===== src/include/rbw_pkg.sv =====
// Package: register map, field layout, reset values and timing for the reset unit
package rbw_pkg;
  localparam logic [7:0]  OFS_WDT_RATE      = 8'h94;
  localparam logic [7:0]  OFS_SW_COMMAND    = 8'h97;
  localparam logic [7:0]  OFS_WDT_PWR_CTRL  = 8'hF7;
  localparam logic [7:0]  OFS_CLEAR_SELECT  = 8'hF8;
  localparam logic [15:0] OFS_NV_CFG_HIGH   = 16'h3FFF;
  localparam int unsigned NV_CFG_BYTES      = 6;

  localparam logic [7:0]  RST_WDT_RATE      = 8'h00;
  localparam logic [7:0]  RST_WDT_PWR_CTRL  = 8'h06;
  localparam logic [7:0]  RST_CLEAR_SELECT  = 8'h00;
  localparam logic [7:0]  SW_RESET_KEY      = 8'h56;

  localparam int unsigned POS_PRESCALE      = 4;
  localparam int unsigned POS_WDT_CTRL      = 6;
  localparam int unsigned POS_POWER_SAVE    = 5;
  localparam int unsigned POS_BOR_PDOWN     = 0;
  localparam int unsigned POS_WDT_CLEAR     = 7;
  localparam int unsigned POS_PIN_RST_EN    = 6;
  localparam int unsigned POS_BOR_LEVEL     = 3;

  localparam logic [7:0]  MASK_WDT_RATE     = 8'hBC;
  localparam logic [7:0]  MASK_WDT_PWR_CTRL = 8'hF7;

  // Timing figures and derived cycle counts
  localparam int unsigned SYS_CLK_HZ        = 40_000_000;
  localparam int unsigned SLOW_OSC_HZ       = 80_000;
  localparam int unsigned WARMUP_MS         = 40;
  localparam int unsigned WDT_BASE_MS       = 400;
  localparam int unsigned PIN_MIN_SLOW_CYC  = 2;
  localparam int unsigned SLOW_DIV          = SYS_CLK_HZ / SLOW_OSC_HZ;
  localparam int unsigned WARMUP_TICKS      = WARMUP_MS * SLOW_OSC_HZ / 1000;
  localparam int unsigned WDT_BASE_TICKS    = WDT_BASE_MS * SLOW_OSC_HZ / 1000;

  typedef enum logic [4:0] {
    RBW_MODE_FAST = 5'b00001,
    RBW_MODE_SLOW = 5'b00010,
    RBW_MODE_IDLE = 5'b00100,
    RBW_MODE_STOP = 5'b01000,
    RBW_MODE_HALT = 5'b10000
  } rbw_mode_e;

  typedef enum logic [2:0] {
    RBW_ST_WARMUP = 3'b001,
    RBW_ST_LOAD   = 3'b010,
    RBW_ST_RUN    = 3'b100
  } rbw_state_e;

  typedef struct packed {
    logic       wr;
    logic       rd;
    logic [7:0] addr;
    logic [7:0] wdata;
  } rbw_sfr_req_s;

  typedef struct packed {
    logic       bor_enable;
    logic [2:0] bor_level;
    logic       por_only;
    logic       detector_on;
  } rbw_bor_ctl_s;

  typedef struct packed {
    logic pin;
    logic software;
    logic watchdog;
    logic brownout;
  } rbw_rst_src_s;
endpackage : rbw_pkg

===== src/hw/rbw_reset_unit.sv =====
// Reset generation unit: five sources, watchdog, brown-out power control
//
// How it works
// - three config bits pick eight brown-out levels
// - detector resets in run; sleep only without power-save
// - power-save disables brown-out reset in sleep modes
// - disabled: POR-only when running/idle, off in stop/halt
// - power-down bit disables brown-out in every mode
// - every reset restores register defaults
// - power-up waits 40 ms, loads config, releases
// - pin low two slow cycles resets device
// - pin honoured only when config enable bit set
// - writing 56h to command register resets
// - watchdog counts slow oscillator in fast/slow
// - prescale picks 400/200/100/50 ms overflow
// - control field: off, run-only, or always
// - watchdog cleared by reset or clear bit
// - clear bit self-clears next cycle
// - slow time base is nominal 80 kHz
`timescale 1ns/100ps
module rbw_reset_unit #(
  parameter int unsigned WARMUP_CYC = rbw_pkg::WARMUP_TICKS,
  parameter int unsigned WDT_CYC    = rbw_pkg::WDT_BASE_TICKS,
  parameter int unsigned DIV_CYC    = rbw_pkg::SLOW_DIV
) (
  input  wire logic                  i_clk_sys,
  input  wire logic                  i_rst,
  input  wire rbw_pkg::rbw_sfr_req_s i_sfr,
  output logic [7:0]                 o_sfr_rdata,
  input  wire rbw_pkg::rbw_mode_e    i_mode,
  input  wire logic                  i_ext_rst_n,
  input  wire logic                  i_below_level,
  input  wire logic                  i_below_por,
  output logic                       o_cfg_rd,
  output logic [15:0]                o_cfg_addr,
  input  wire logic [7:0]            i_cfg_data,
  output logic [47:0]                o_cfg_word,
  output rbw_pkg::rbw_bor_ctl_s      o_bor_ctl,
  output rbw_pkg::rbw_rst_src_s      o_rst_cause,
  output logic                       o_sys_rst
);
  import rbw_pkg::*;

  // Counters are 24 and 16 bits wide; the shortest prescale period needs WDT_CYC of 8
  if (WARMUP_CYC < 1 || WARMUP_CYC > 24'hFFFFFF || WDT_CYC < 8 || WDT_CYC > 16'hFFFF ||
      DIV_CYC < 2 || DIV_CYC > 16'hFFFF) begin : g_bad_timing
    $error("rbw_reset_unit: timing parameters out of range");
  end

  function automatic logic is_sleep(input rbw_mode_e m);
    is_sleep = (m == RBW_MODE_IDLE) || (m == RBW_MODE_STOP) || (m == RBW_MODE_HALT);
  endfunction : is_sleep

  function automatic logic is_deep(input rbw_mode_e m);
    is_deep = (m == RBW_MODE_STOP) || (m == RBW_MODE_HALT);
  endfunction : is_deep

  // ---------------------------------------------------------------
  // Slow time base and pin synchroniser
  // ---------------------------------------------------------------
  logic [15:0] div_cnt, next_div_cnt;
  logic        slow_tick;
  logic [2:0]  pin_sync;
  logic        pin_low, next_pin_low;
  logic [1:0]  pin_cnt, next_pin_cnt;

  always_comb begin
    slow_tick    = (div_cnt == 16'(DIV_CYC - 1));
    next_div_cnt = slow_tick ? 16'h0000 : div_cnt + 16'h0001;
    next_pin_low = pin_low;
    next_pin_cnt = pin_cnt;
    // Glitches shorter than two slow ticks never reach the reset tree
    if (pin_sync[2] != pin_sync[1]) begin
      next_pin_cnt = 2'h0;
    end else if (pin_sync[2] == pin_low) begin
      next_pin_cnt = 2'h0;
    end else if (slow_tick) begin
      next_pin_cnt = pin_cnt + 2'h1;
      if (pin_cnt == 2'(PIN_MIN_SLOW_CYC - 1)) begin
        next_pin_low = ~pin_low;
        next_pin_cnt = 2'h0;
      end
    end
  end

  always_ff @(posedge i_clk_sys) begin
    pin_sync <= {pin_sync[1:0], ~i_ext_rst_n};
    if (i_rst) begin
      div_cnt <= 16'h0000;
      pin_low <= 1'b0;
      pin_cnt <= 2'h0;
    end else begin
      div_cnt <= next_div_cnt;
      pin_low <= next_pin_low;
      pin_cnt <= next_pin_cnt;
    end
  end

  // ---------------------------------------------------------------
  // Power-up sequence and configuration load
  // ---------------------------------------------------------------
  rbw_state_e  state, next_state;
  logic [23:0] warm_cnt, next_warm_cnt;
  logic [2:0]  load_idx, next_load_idx;
  logic [47:0] cfg_word, next_cfg_word;
  logic [7:0]  cfg_high;

  always_comb begin
    next_state    = state;
    next_warm_cnt = warm_cnt;
    next_load_idx = load_idx;
    next_cfg_word = cfg_word;
    case (state)
      RBW_ST_WARMUP: begin
        if (slow_tick) begin
          next_warm_cnt = warm_cnt + 24'h000001;
          if (warm_cnt == 24'(WARMUP_CYC - 1)) begin
            next_state = RBW_ST_LOAD;
          end
        end
      end
      RBW_ST_LOAD: begin
        // Byte k of the word comes from the k-th address above the lowest one (3FFAh + k)
        next_cfg_word = {i_cfg_data, cfg_word[47:8]};
        next_load_idx = load_idx + 3'h1;
        if (load_idx == 3'(NV_CFG_BYTES - 1)) begin
          next_state = RBW_ST_RUN;
        end
      end
      RBW_ST_RUN:    next_state = RBW_ST_RUN;
      default:       next_state = RBW_ST_WARMUP;
    endcase
  end

  always_ff @(posedge i_clk_sys) begin
    if (i_rst) begin
      state    <= RBW_ST_WARMUP;
      warm_cnt <= 24'h000000;
      load_idx <= 3'h0;
      cfg_word <= 48'h000000000000;
    end else begin
      state    <= next_state;
      warm_cnt <= next_warm_cnt;
      load_idx <= next_load_idx;
      cfg_word <= next_cfg_word;
    end
  end

  assign o_cfg_rd   = (state == RBW_ST_LOAD);
  assign o_cfg_addr = OFS_NV_CFG_HIGH - 16'(NV_CFG_BYTES - 1) + {13'h0000, load_idx};
  assign o_cfg_word = cfg_word;
  assign cfg_high   = cfg_word[47:40];

  // ---------------------------------------------------------------
  // Reset sources and combined reset
  // ---------------------------------------------------------------
  rbw_bor_ctl_s bor;
  rbw_rst_src_s src;
  logic [7:0]   wdt_rate, next_wdt_rate;
  logic [7:0]   wdt_pwr, next_wdt_pwr;
  logic [7:0]   clr_sel, next_clr_sel;
  logic         sw_hit, wdt_ovf, pwr_up, run_rst, sys_rst;

  always_comb begin
    bor.bor_level   = cfg_high[POS_BOR_LEVEL +: 3];
    bor.bor_enable  = ~wdt_pwr[POS_BOR_PDOWN]
                      & ~(wdt_pwr[POS_POWER_SAVE] & is_sleep(i_mode));
    bor.detector_on = bor.bor_enable | ~is_deep(i_mode);
    bor.por_only    = ~bor.bor_enable & ~is_deep(i_mode);
  end
  assign o_bor_ctl = bor;

  assign pwr_up  = (state != RBW_ST_RUN);
  assign sw_hit  = i_sfr.wr && i_sfr.addr == OFS_SW_COMMAND && i_sfr.wdata == SW_RESET_KEY;
  always_comb begin
    src.pin      = pin_low & cfg_high[POS_PIN_RST_EN] & ~pwr_up;
    src.software = sw_hit;
    src.watchdog = wdt_ovf;
    src.brownout = bor.bor_enable & i_below_level & ~pwr_up;
  end
  assign run_rst = |src | (bor.por_only & i_below_por);

  always_ff @(posedge i_clk_sys) begin
    if (i_rst) begin
      sys_rst     <= 1'b1;
      o_rst_cause <= '0;
    end else begin
      sys_rst <= pwr_up | run_rst;
      if (run_rst) begin
        o_rst_cause <= src;
      end
    end
  end
  assign o_sys_rst = sys_rst;

  // ---------------------------------------------------------------
  // Registers
  // ---------------------------------------------------------------
  always_comb begin
    next_wdt_rate = wdt_rate;
    next_wdt_pwr  = wdt_pwr;
    next_clr_sel  = clr_sel;
    next_clr_sel[POS_WDT_CLEAR] = 1'b0;
    if (i_sfr.wr) begin
      case (i_sfr.addr)
        OFS_WDT_RATE:     next_wdt_rate = i_sfr.wdata & MASK_WDT_RATE;
        OFS_WDT_PWR_CTRL: next_wdt_pwr  = i_sfr.wdata & MASK_WDT_PWR_CTRL;
        OFS_CLEAR_SELECT: next_clr_sel  = i_sfr.wdata;
        default:          next_clr_sel  = next_clr_sel;
      endcase
    end
    if (sys_rst) begin
      next_wdt_rate = RST_WDT_RATE;
      next_wdt_pwr  = RST_WDT_PWR_CTRL;
      next_clr_sel  = RST_CLEAR_SELECT;
    end
  end

  always_ff @(posedge i_clk_sys) begin
    if (i_rst) begin
      wdt_rate <= RST_WDT_RATE;
      wdt_pwr  <= RST_WDT_PWR_CTRL;
      clr_sel  <= RST_CLEAR_SELECT;
    end else begin
      wdt_rate <= next_wdt_rate;
      wdt_pwr  <= next_wdt_pwr;
      clr_sel  <= next_clr_sel;
    end
  end

  always_comb begin
    case (i_sfr.addr)
      OFS_WDT_RATE:     o_sfr_rdata = wdt_rate;
      OFS_SW_COMMAND:   o_sfr_rdata = 8'h00;
      OFS_WDT_PWR_CTRL: o_sfr_rdata = wdt_pwr;
      OFS_CLEAR_SELECT: o_sfr_rdata = clr_sel;
      default:          o_sfr_rdata = 8'h00;
    endcase
  end

  // ---------------------------------------------------------------
  // Watchdog
  // ---------------------------------------------------------------
  logic [15:0] wdt_cnt, next_wdt_cnt;
  logic [15:0] wdt_limit;
  logic        wdt_count_en, wdt_rst_en, wdt_wrap;

  always_comb begin
    wdt_limit    = 16'(WDT_CYC) >> wdt_rate[POS_PRESCALE +: 2];
    wdt_count_en = ~is_sleep(i_mode) | (wdt_pwr[POS_WDT_CTRL +: 2] == 2'b11);
    wdt_rst_en   = wdt_pwr[POS_WDT_CTRL + 1] & wdt_count_en;
    // Wrap at the period even while the reset is off, so enabling it later
    // or shortening the period never waits for a full 16-bit roll-over
    wdt_wrap     = wdt_count_en & slow_tick & (wdt_cnt >= wdt_limit - 16'h0001);
    wdt_ovf      = wdt_rst_en & wdt_wrap;
    next_wdt_cnt = wdt_cnt;
    if (sys_rst || clr_sel[POS_WDT_CLEAR] || wdt_wrap) begin
      next_wdt_cnt = 16'h0000;
    end else if (wdt_count_en && slow_tick) begin
      next_wdt_cnt = wdt_cnt + 16'h0001;
    end
  end

  always_ff @(posedge i_clk_sys) begin
    if (i_rst) begin
      wdt_cnt <= 16'h0000;
    end else begin
      wdt_cnt <= next_wdt_cnt;
    end
  end

  // ---------------------------------------------------------------
  // Checks
  // ---------------------------------------------------------------
  property p_clear_self;
    @(posedge i_clk_sys) disable iff (i_rst)
      clr_sel[POS_WDT_CLEAR] && !(i_sfr.wr && i_sfr.addr == OFS_CLEAR_SELECT)
      |=> !clr_sel[POS_WDT_CLEAR];
  endproperty
  a_clear_self: assert property (p_clear_self) else $error("clear bit stuck");

  property p_sw_reset;
    @(posedge i_clk_sys) disable iff (i_rst) sw_hit |=> o_sys_rst;
  endproperty
  a_sw_reset: assert property (p_sw_reset) else $error("software reset missed");

  property p_defaults;
    @(posedge i_clk_sys) disable iff (i_rst)
      o_sys_rst |=> wdt_pwr == RST_WDT_PWR_CTRL && wdt_rate == RST_WDT_RATE;
  endproperty
  a_defaults: assert property (p_defaults) else $error("register default lost");

  property p_pdown;
    @(posedge i_clk_sys) disable iff (i_rst) wdt_pwr[POS_BOR_PDOWN] |-> !o_bor_ctl.bor_enable;
  endproperty
  a_pdown: assert property (p_pdown) else $error("brown-out enabled in power down");

  property p_save;
    @(posedge i_clk_sys) disable iff (i_rst)
      wdt_pwr[POS_POWER_SAVE] && is_deep(i_mode) |-> !o_bor_ctl.detector_on;
  endproperty
  a_save: assert property (p_save) else $error("detector on in deep sleep");

  property p_run_bor;
    @(posedge i_clk_sys) disable iff (i_rst)
      !wdt_pwr[POS_BOR_PDOWN] && !is_sleep(i_mode) |-> o_bor_ctl.bor_enable;
  endproperty
  a_run_bor: assert property (p_run_bor) else $error("brown-out off while running");

  property p_pin_ignored;
    @(posedge i_clk_sys) disable iff (i_rst) !cfg_high[POS_PIN_RST_EN] |-> !o_rst_cause.pin;
  endproperty
  a_pin_ignored: assert property (p_pin_ignored) else $error("pin reset while disabled");

  property p_wdt_clear;
    @(posedge i_clk_sys) disable iff (i_rst) clr_sel[POS_WDT_CLEAR] |=> wdt_cnt == 16'h0000;
  endproperty
  a_wdt_clear: assert property (p_wdt_clear) else $error("watchdog not cleared");

  property p_wdt_hold;
    @(posedge i_clk_sys) disable iff (i_rst)
      !wdt_count_en && !o_sys_rst && !clr_sel[POS_WDT_CLEAR] |=> $stable(wdt_cnt);
  endproperty
  a_wdt_hold: assert property (p_wdt_hold) else $error("watchdog counted in sleep");

  property p_load;
    @(posedge i_clk_sys) disable iff (i_rst)
      state == RBW_ST_LOAD && load_idx == 3'h0 |-> o_sys_rst ##6 state == RBW_ST_RUN;
  endproperty
  a_load: assert property (p_load) else $error("config load length wrong");
endmodule : rbw_reset_unit


===== config.mk =====
export PLATFORM = sky130hd
export DESIGN_NAME = rbw_reset_unit
export DESIGN_NICKNAME = d
export VERILOG_FILES = /design/src/include/rbw_pkg.sv /design/src/hw/rbw_reset_unit.sv
export SDC_FILE = /design/constraint.sdc
export NUM_CORES = 1
export LEC_CHECK = 0
export ABC_AREA = 1
export BUFFER_PORTS_ARGS = -buffer_cell sky130_fd_sc_hd__clkbuf_2
export CORE_MARGIN = 3
export CORE_UTILIZATION = 40
export DETAILED_ROUTE_END_ITERATION = 10
export PLACE_DENSITY = 0.71
export SKIP_LAST_GASP = 1
export SYNTH_ARGS = -nofsm -noshare
export SYNTH_HDL_FRONTEND = slang
export SYNTH_SLANG_ARGS = --single-unit
export TNS_END_PERCENT = 10

===== constraint.sdc =====
create_clock -name i_clk_sys -period 2.25 [get_ports i_clk_sys]
set_input_delay 0.225 -clock i_clk_sys [delete_from_list [all_inputs] [get_ports i_clk_sys]]
set_output_delay 0.225 -clock i_clk_sys [all_outputs]
set_load 0.02 [all_outputs]

# Word-level counts from Yosys, hierarchy flattened
# Index checks and enable logic that the tools add are counted.
classes:
  add_sub_neg: 7
  n_shift: 1
  reduce_logical: 20
  n_mux: 6
  div: 0
  n_lt_le_gt_ge: 1
  n_mul: 0
  n_eq_ne: 22
  bitwise: 28
ops:
  columns: ["op", "n"]
  rows:
  - ["$add 16x1->16 const B", 2]
  - ["$eq 8x8->1 const B", 4]
  - ["$add 24x1->24 const B", 1]
  - ["$eq 24x12->1 const B", 1]
  - ["$pmux 8 s3", 1]
  - ["$eq 16x9->1 const B", 1]
  - ["$ge 16x16->1", 1]
  - ["$shr 15x2->16 const A", 1]
  - ["$sub 16x1->16 const B", 1]
  - ["$add 14x3->15 const A", 1]
  - ["$and 1x1->1", 12]
  - ["$not 1->1", 12]
  - ["$mux 3", 3]
  - ["$pmux 3 s3", 1]
  - ["$eq 8x7->1 const B", 1]
  - ["$reduce_and 2->1", 4]
  - ["$reduce_or 4->1", 2]
  - ["$eq 3x3->1 const B", 2]
  - ["$reduce_or 2->1", 3]
  - ["$eq 5x3->1 const B", 1]
  - ["$eq 5x4->1 const B", 1]
  - ["$eq 5x5->1 const B", 1]
  - ["$logic_or 1x1->1", 5]
  - ["$ne 2x2->1 const B", 2]
  - ["16 further kinds", 21]
totals:
  out_inout_bits: 84
  n_memories: 0
  regBits: 141
  rom_bits: 0
  latch_bits: 0
  ramBits: 0

# Logic depth before layout (Yosys ltp)
logic_depth:
  word_depth: 11
  mapped_depth: 15
  mapped_depth_nobuf: 15

# Worst setup path after synthesis
# OpenSTA, ideal clock, no wires.
synth_path:
  path_kind: "reg-to-reg"
  from: "reg wdt_rate[5]"
  to: "reg wdt_cnt[8]"
  required_time_ns: 2.180
  t_arrival_ns: 1.947
  setup_slack_ns: 0.233
  path_buffers: 1
  synth_period_minus_slack_ns: 2.017
  path_stages_with_launch: 14
  setup_time_ns: 0.070
  path_cell_list: "dfxtp_1 > inv_1 > ha_1 > nand3_1 > nor2_1 > ha_1 > a21oi_1 > nand2_1 > a21oi_1 > nand2_1 > nand2_1 > nand3b_2 > buf_4 > a21oi_1"
synth_between:
  elab_chain_len: 6
synth_lines:
  columns: ["element", "line_no", "rtl"]
  rows:
  - ["start, declared", "rbw_reset_unit.sv:159", "logic [7:0] wdt_rate, next_wdt_rate;"]
  - ["start signal, assigned", "rbw_reset_unit.sv:225", "wdt_rate <= next_wdt_rate;"]
  - ["$shr 15x2->16", "rbw_reset_unit.sv:249", "wdt_limit = 16'(WDT_CYC) >> wdt_rate[POS_PRESCALE +: 2];"]
  - ["$sub 16x1->16", "rbw_reset_unit.sv:254", "wdt_wrap = wdt_count_en & slow_tick & (wdt_cnt >= wdt_limit - 16'h0001);"]
  - ["$ge 16x16->1", "rbw_reset_unit.sv:254", null]
  - ["$and 1x1->1", "rbw_reset_unit.sv:254", null]
  - ["$logic_or 1x1->1", "rbw_reset_unit.sv:257", "if (sys_rst || clr_sel[POS_WDT_CLEAR] || wdt_wrap) begin"]
  - ["$reduce_or 2->1 (no line)", null, null]
  - ["end signal, assigned", "rbw_reset_unit.sv:268", "wdt_cnt <= next_wdt_cnt;"]
  - ["end, declared", "rbw_reset_unit.sv:244", "logic [15:0] wdt_cnt, next_wdt_cnt;"]
# Every way passes these cells.
# A chain may end at the register's enable or synchronous reset.

# Worst setup path in the final report
layout_path:
  from: "reg wdt_rate[4]"
  to: "reg sys_rst (netlist: o_sys_rst)"
layout_between:
  elab_chain_len: 8
layout_lines:
  columns: ["element", "line_no", "rtl"]
  rows:
  - ["$shr 15x2->16", "rbw_reset_unit.sv:249", null]
  - ["$sub 16x1->16", "rbw_reset_unit.sv:254", null]
  - ["$ge 16x16->1", "rbw_reset_unit.sv:254", null]
  - ["$and 1x1->1", "rbw_reset_unit.sv:254", null]
  - ["$and 1x1->1", "rbw_reset_unit.sv:255", "wdt_ovf = wdt_rst_en & wdt_wrap;"]
  - ["$reduce_or 4->1", "rbw_reset_unit.sv:181", "assign run_rst = |src | (bor.por_only & i_below_por);"]
  - ["$or 1x1->1", "rbw_reset_unit.sv:181", null]
  - ["$or 1x1->1", "rbw_reset_unit.sv:188", "sys_rst <= pwr_up | run_rst;"]
  - ["end signal, assigned", "rbw_reset_unit.sv:188", null]
  - ["end, declared", "rbw_reset_unit.sv:162", "logic sw_hit, wdt_ovf, pwr_up, run_rst, sys_rst;"]
# Every way passes these cells.

==> qor.csv <==
metric,value,unit
IO buf count,117,
most common cell in the synthesized netlist,nor2_1,
"Seq/Total Area, Yosys",40.94,%
Max-cap violations,0,
setup violators final,0,
Worst R2R End,o_sys_rst,
Ys Warns,0,
Core ar.,16700,um2
fraction of layout cells with a size suffix above 1,19.33,%
grt ovf,0,
fin crit period,2062,ps
HP Start,i_cfg_data[1],
Worst EP required,2530,ps
# IOs,120,
Sw Pwr,1177,uW
vias per cell,4.898,
sw frac,21.53,%
Final Hold Fails,0,
CTS sink count,141,
highest-delay cell along the critical path,dfxtp_1,
share of the synthesized area in the top cell type,40.94,%
Comb pwr share,2.1,%
hold depth,3,
Fmax achieved,484.9,MHz
Routed WL per cell,12.39,um
WHS,34.18,ps
Setup CP Type,register to register,
drt drc,0,
max incr delay on CP,330,ps
HPWL Detailed,11.69,mm
sequential share of power,45.9,%
Starting Density,41.29,%
met2 wire length,7.011,mm
Top Family by Delay on Critical Path,simple AND/OR/NAND/NOR gates,
CTS buffer count,17,
Worst Path Max Fanout,5,
dominant cell type by area after synthesis,dfxtp_1,
Antenna Violating Nets Remaining,0,
clk_lat worst skew,420,ps
antenna cells,0,
Mapped Area,6895,um2
Crit path top cell by count,nand3_1,
H-tree levels,4,
Overall Power,5467,uW
Fillers,1670,
ys flop type,dfxtp_1,
CTS Buffer Depth,2,
RSZ-0062 raised after global routing,false,
Clock Skew,7.361,ps
Tcrit/Tclk final,91.66,%
largest cells by area after synthesis,"dfxtp_1 41%, nor2_1 9.3%, nand2_1 8.1%, inv_1 5.9%, o21ai_0 5.2%",
Leak,0.003617,uW
Final Cell Area,8233,um2
WL met1,7.462,mm
setup TNS,0,ps
Syn Inst Count,952,
std cell rows,47,
distinct cell type count after synthesis,48,
# nets final,1115,
final wirelength,16.00,mm
Pint,4290,uW
crit end category,register,
Slew Limit Fails,0,
crit path cell chain,inv_2 > ha_2 > nand3_1 > nor2_1 > ha_1 > a21oi_1 > nand2_1 > a21oi_1 > nand2_1 > nand3_1 > inv_1 > nor2_2 > nand3_1,
area occupied by multi-input gates,3442,um2
Hold Path Sink,o_cfg_word[41],
1st-iter DRT viols,319,
die area,18850,um2
CTS clock-pin slew for the worst setup and hold paths,60,ps
final core occ,49.30,%
postcts setup bufs,0,
DR top layer,met4,
pin count of the biggest net entering global routing,66,
Total Routing Usage GR,17.21,%
FF+latch area,2824,um2
WP buf/inv,2,
Worst Hold Class,input port to register,
critical path arrival,2340,ps
flop2flop setup slack,190,ps
reg-to-reg startpoint,wdt_rate[4],
outcome,finished clean,
Die H,137.3,um
initial antenna violation count,0,
Power Density,664.0,nW/um2
"flops & latches, synth",141,
drt first pass iters,5,
area post-placement,7612,um2
CP startpoint kind,register,
Max VDD drop,0.6012,mV
CTS tree,done,
Die Width,137.3,um
gpl congestion,0.9220,
commonest cells in the synthesized netlist,"170 x nor2_1, 149 x nand2_1, 141 x dfxtp_1",
CTS Root Cell,clkbuf_16,
Vias,6323,
Slew headroom,60.91,%
R2R depth,13,
Slew @ Worst Pin,584.9,ps
Area Growth Syn to Fin,19.40,%
Clock power frac,52.0,%
"EDFF count, synth",0,
"Avg Cell Area, Syn",7.243,um2
Post-Synthesis Net Count,1009,
first-pass GRT wire length,26.30,mm
vias in the first global route,5707,
"FFs w/ async S/R, synth",0,%
Met3 Wirelength,1.330,mm
[metal layers]
metal	track usage, %	vias up
li1	-	3293
met1	22.50	2829
met2	26.49	184
met3	6.136	17
met4	5.710	0
met5	0	-
[stage by stage]
step	cells	setup slack, ps
after floorplan	952	233.0
after global placement	1258	117.6
after detailed placement	1258	53.55
after CTS	1291	33.18
after global routing	1291	7.878
final	1291	187.5
[state kept, by name, indices dropped and copies added, names as in the netlist]
signal,cells
clr_sel,8
div_cnt,16
load_idx,3
o_cfg_word,48
o_rst_cause,4
o_sys_rst,1
pin_cnt,2
pin_low,1
pin_sync,3
state,3
warm_cnt,24
wdt_cnt,16
wdt_pwr,7
wdt_rate,5
[cell usage in the layout (no fill, tap or decap), types with 5 or more instances in the layout]
cell type	netlist	layout
a211oi_1	5	5
a21oi_1	64	64
buf_4	16	8
clkbuf_16	0	17
clkbuf_2	0	117
dfxtp_1	141	140
ha_1	21	18
inv_1	108	106
inv_2	3	5
nand2_1	149	149
nand2_2	7	7
nand3_1	44	44
nand4_1	14	14
nor2_1	170	169
nor2_4	8	8
nor3_1	29	28
nor4_1	7	7
o21ai_0	72	72
xnor2_1	10	10
xor2_1	9	9
[cell type report]
| cell class | count | share of cell area [%] |
|---|---|---|
| clock buffers | 18 | 5.213 |
| inverters | 111 | 5.061 |
| clock inverters | 14 | 2.067 |
| repair buffers | 127 | 8.207 |
| well taps | 220 | 3.343 |
| flip-flops and latches | 141 | 34.30 |
| multi-input cells | 660 | 41.81 |
[cells by family (layout without fill, tap and decap cells)]
family,Yosys count,in the layout,synth area share [%]
other,2,2,0.1089
AOI/OAI and AO/OA,159,159,12.56
and+or+nand+nor,459,459,30.81
adders and majority gates,21,21,3.811
xor gates and xnor gates,19,19,2.413
DFF,141,141,40.94
buffers and inverters,151,270,9.363
[power by group through the flow]
stage                     Clock, uW  Combinational, uW  Sequential (uW)
after floorplan                   0               63.3             2560
after detailed placement          0                114             2560
after global routing           2990                130             2510
after CTS                      2890                116             2510
final                          2840                114             2510
after global placement            0                113             2560
[how the worst max path moves through the flow]
stage / start / endpoint / slack (ps) / cells past startpoint
after floorplan: wdt_rate[5] / wdt_cnt[8] / 230 / 13
after global placement: wdt_rate[5] / o_sys_rst / 120 / 13
after detailed placement: wdt_rate[5] / o_sys_rst / 50 / 13
after CTS: wdt_rate[5] / o_sys_rst / 30 / 13
after global routing: wdt_rate[4] / o_rst_cause[2] / 8 / 14
final: wdt_rate[4] / o_sys_rst / 190 / 13
[what timing repair did]
item,CTS,global route
hold buffers,1,0
endpoints found under the hold margin,1,0
gates resized for setup,0,7
setup endpoints to repair,0,19
[worst min-delay path: cells and delay by family]
kind / cells / cell delay (ps)
and+or+nand+nor: 2 / 110
buffers and inverters: 1 / 80
Note: power is estimated with default switching activity, not from simulation.
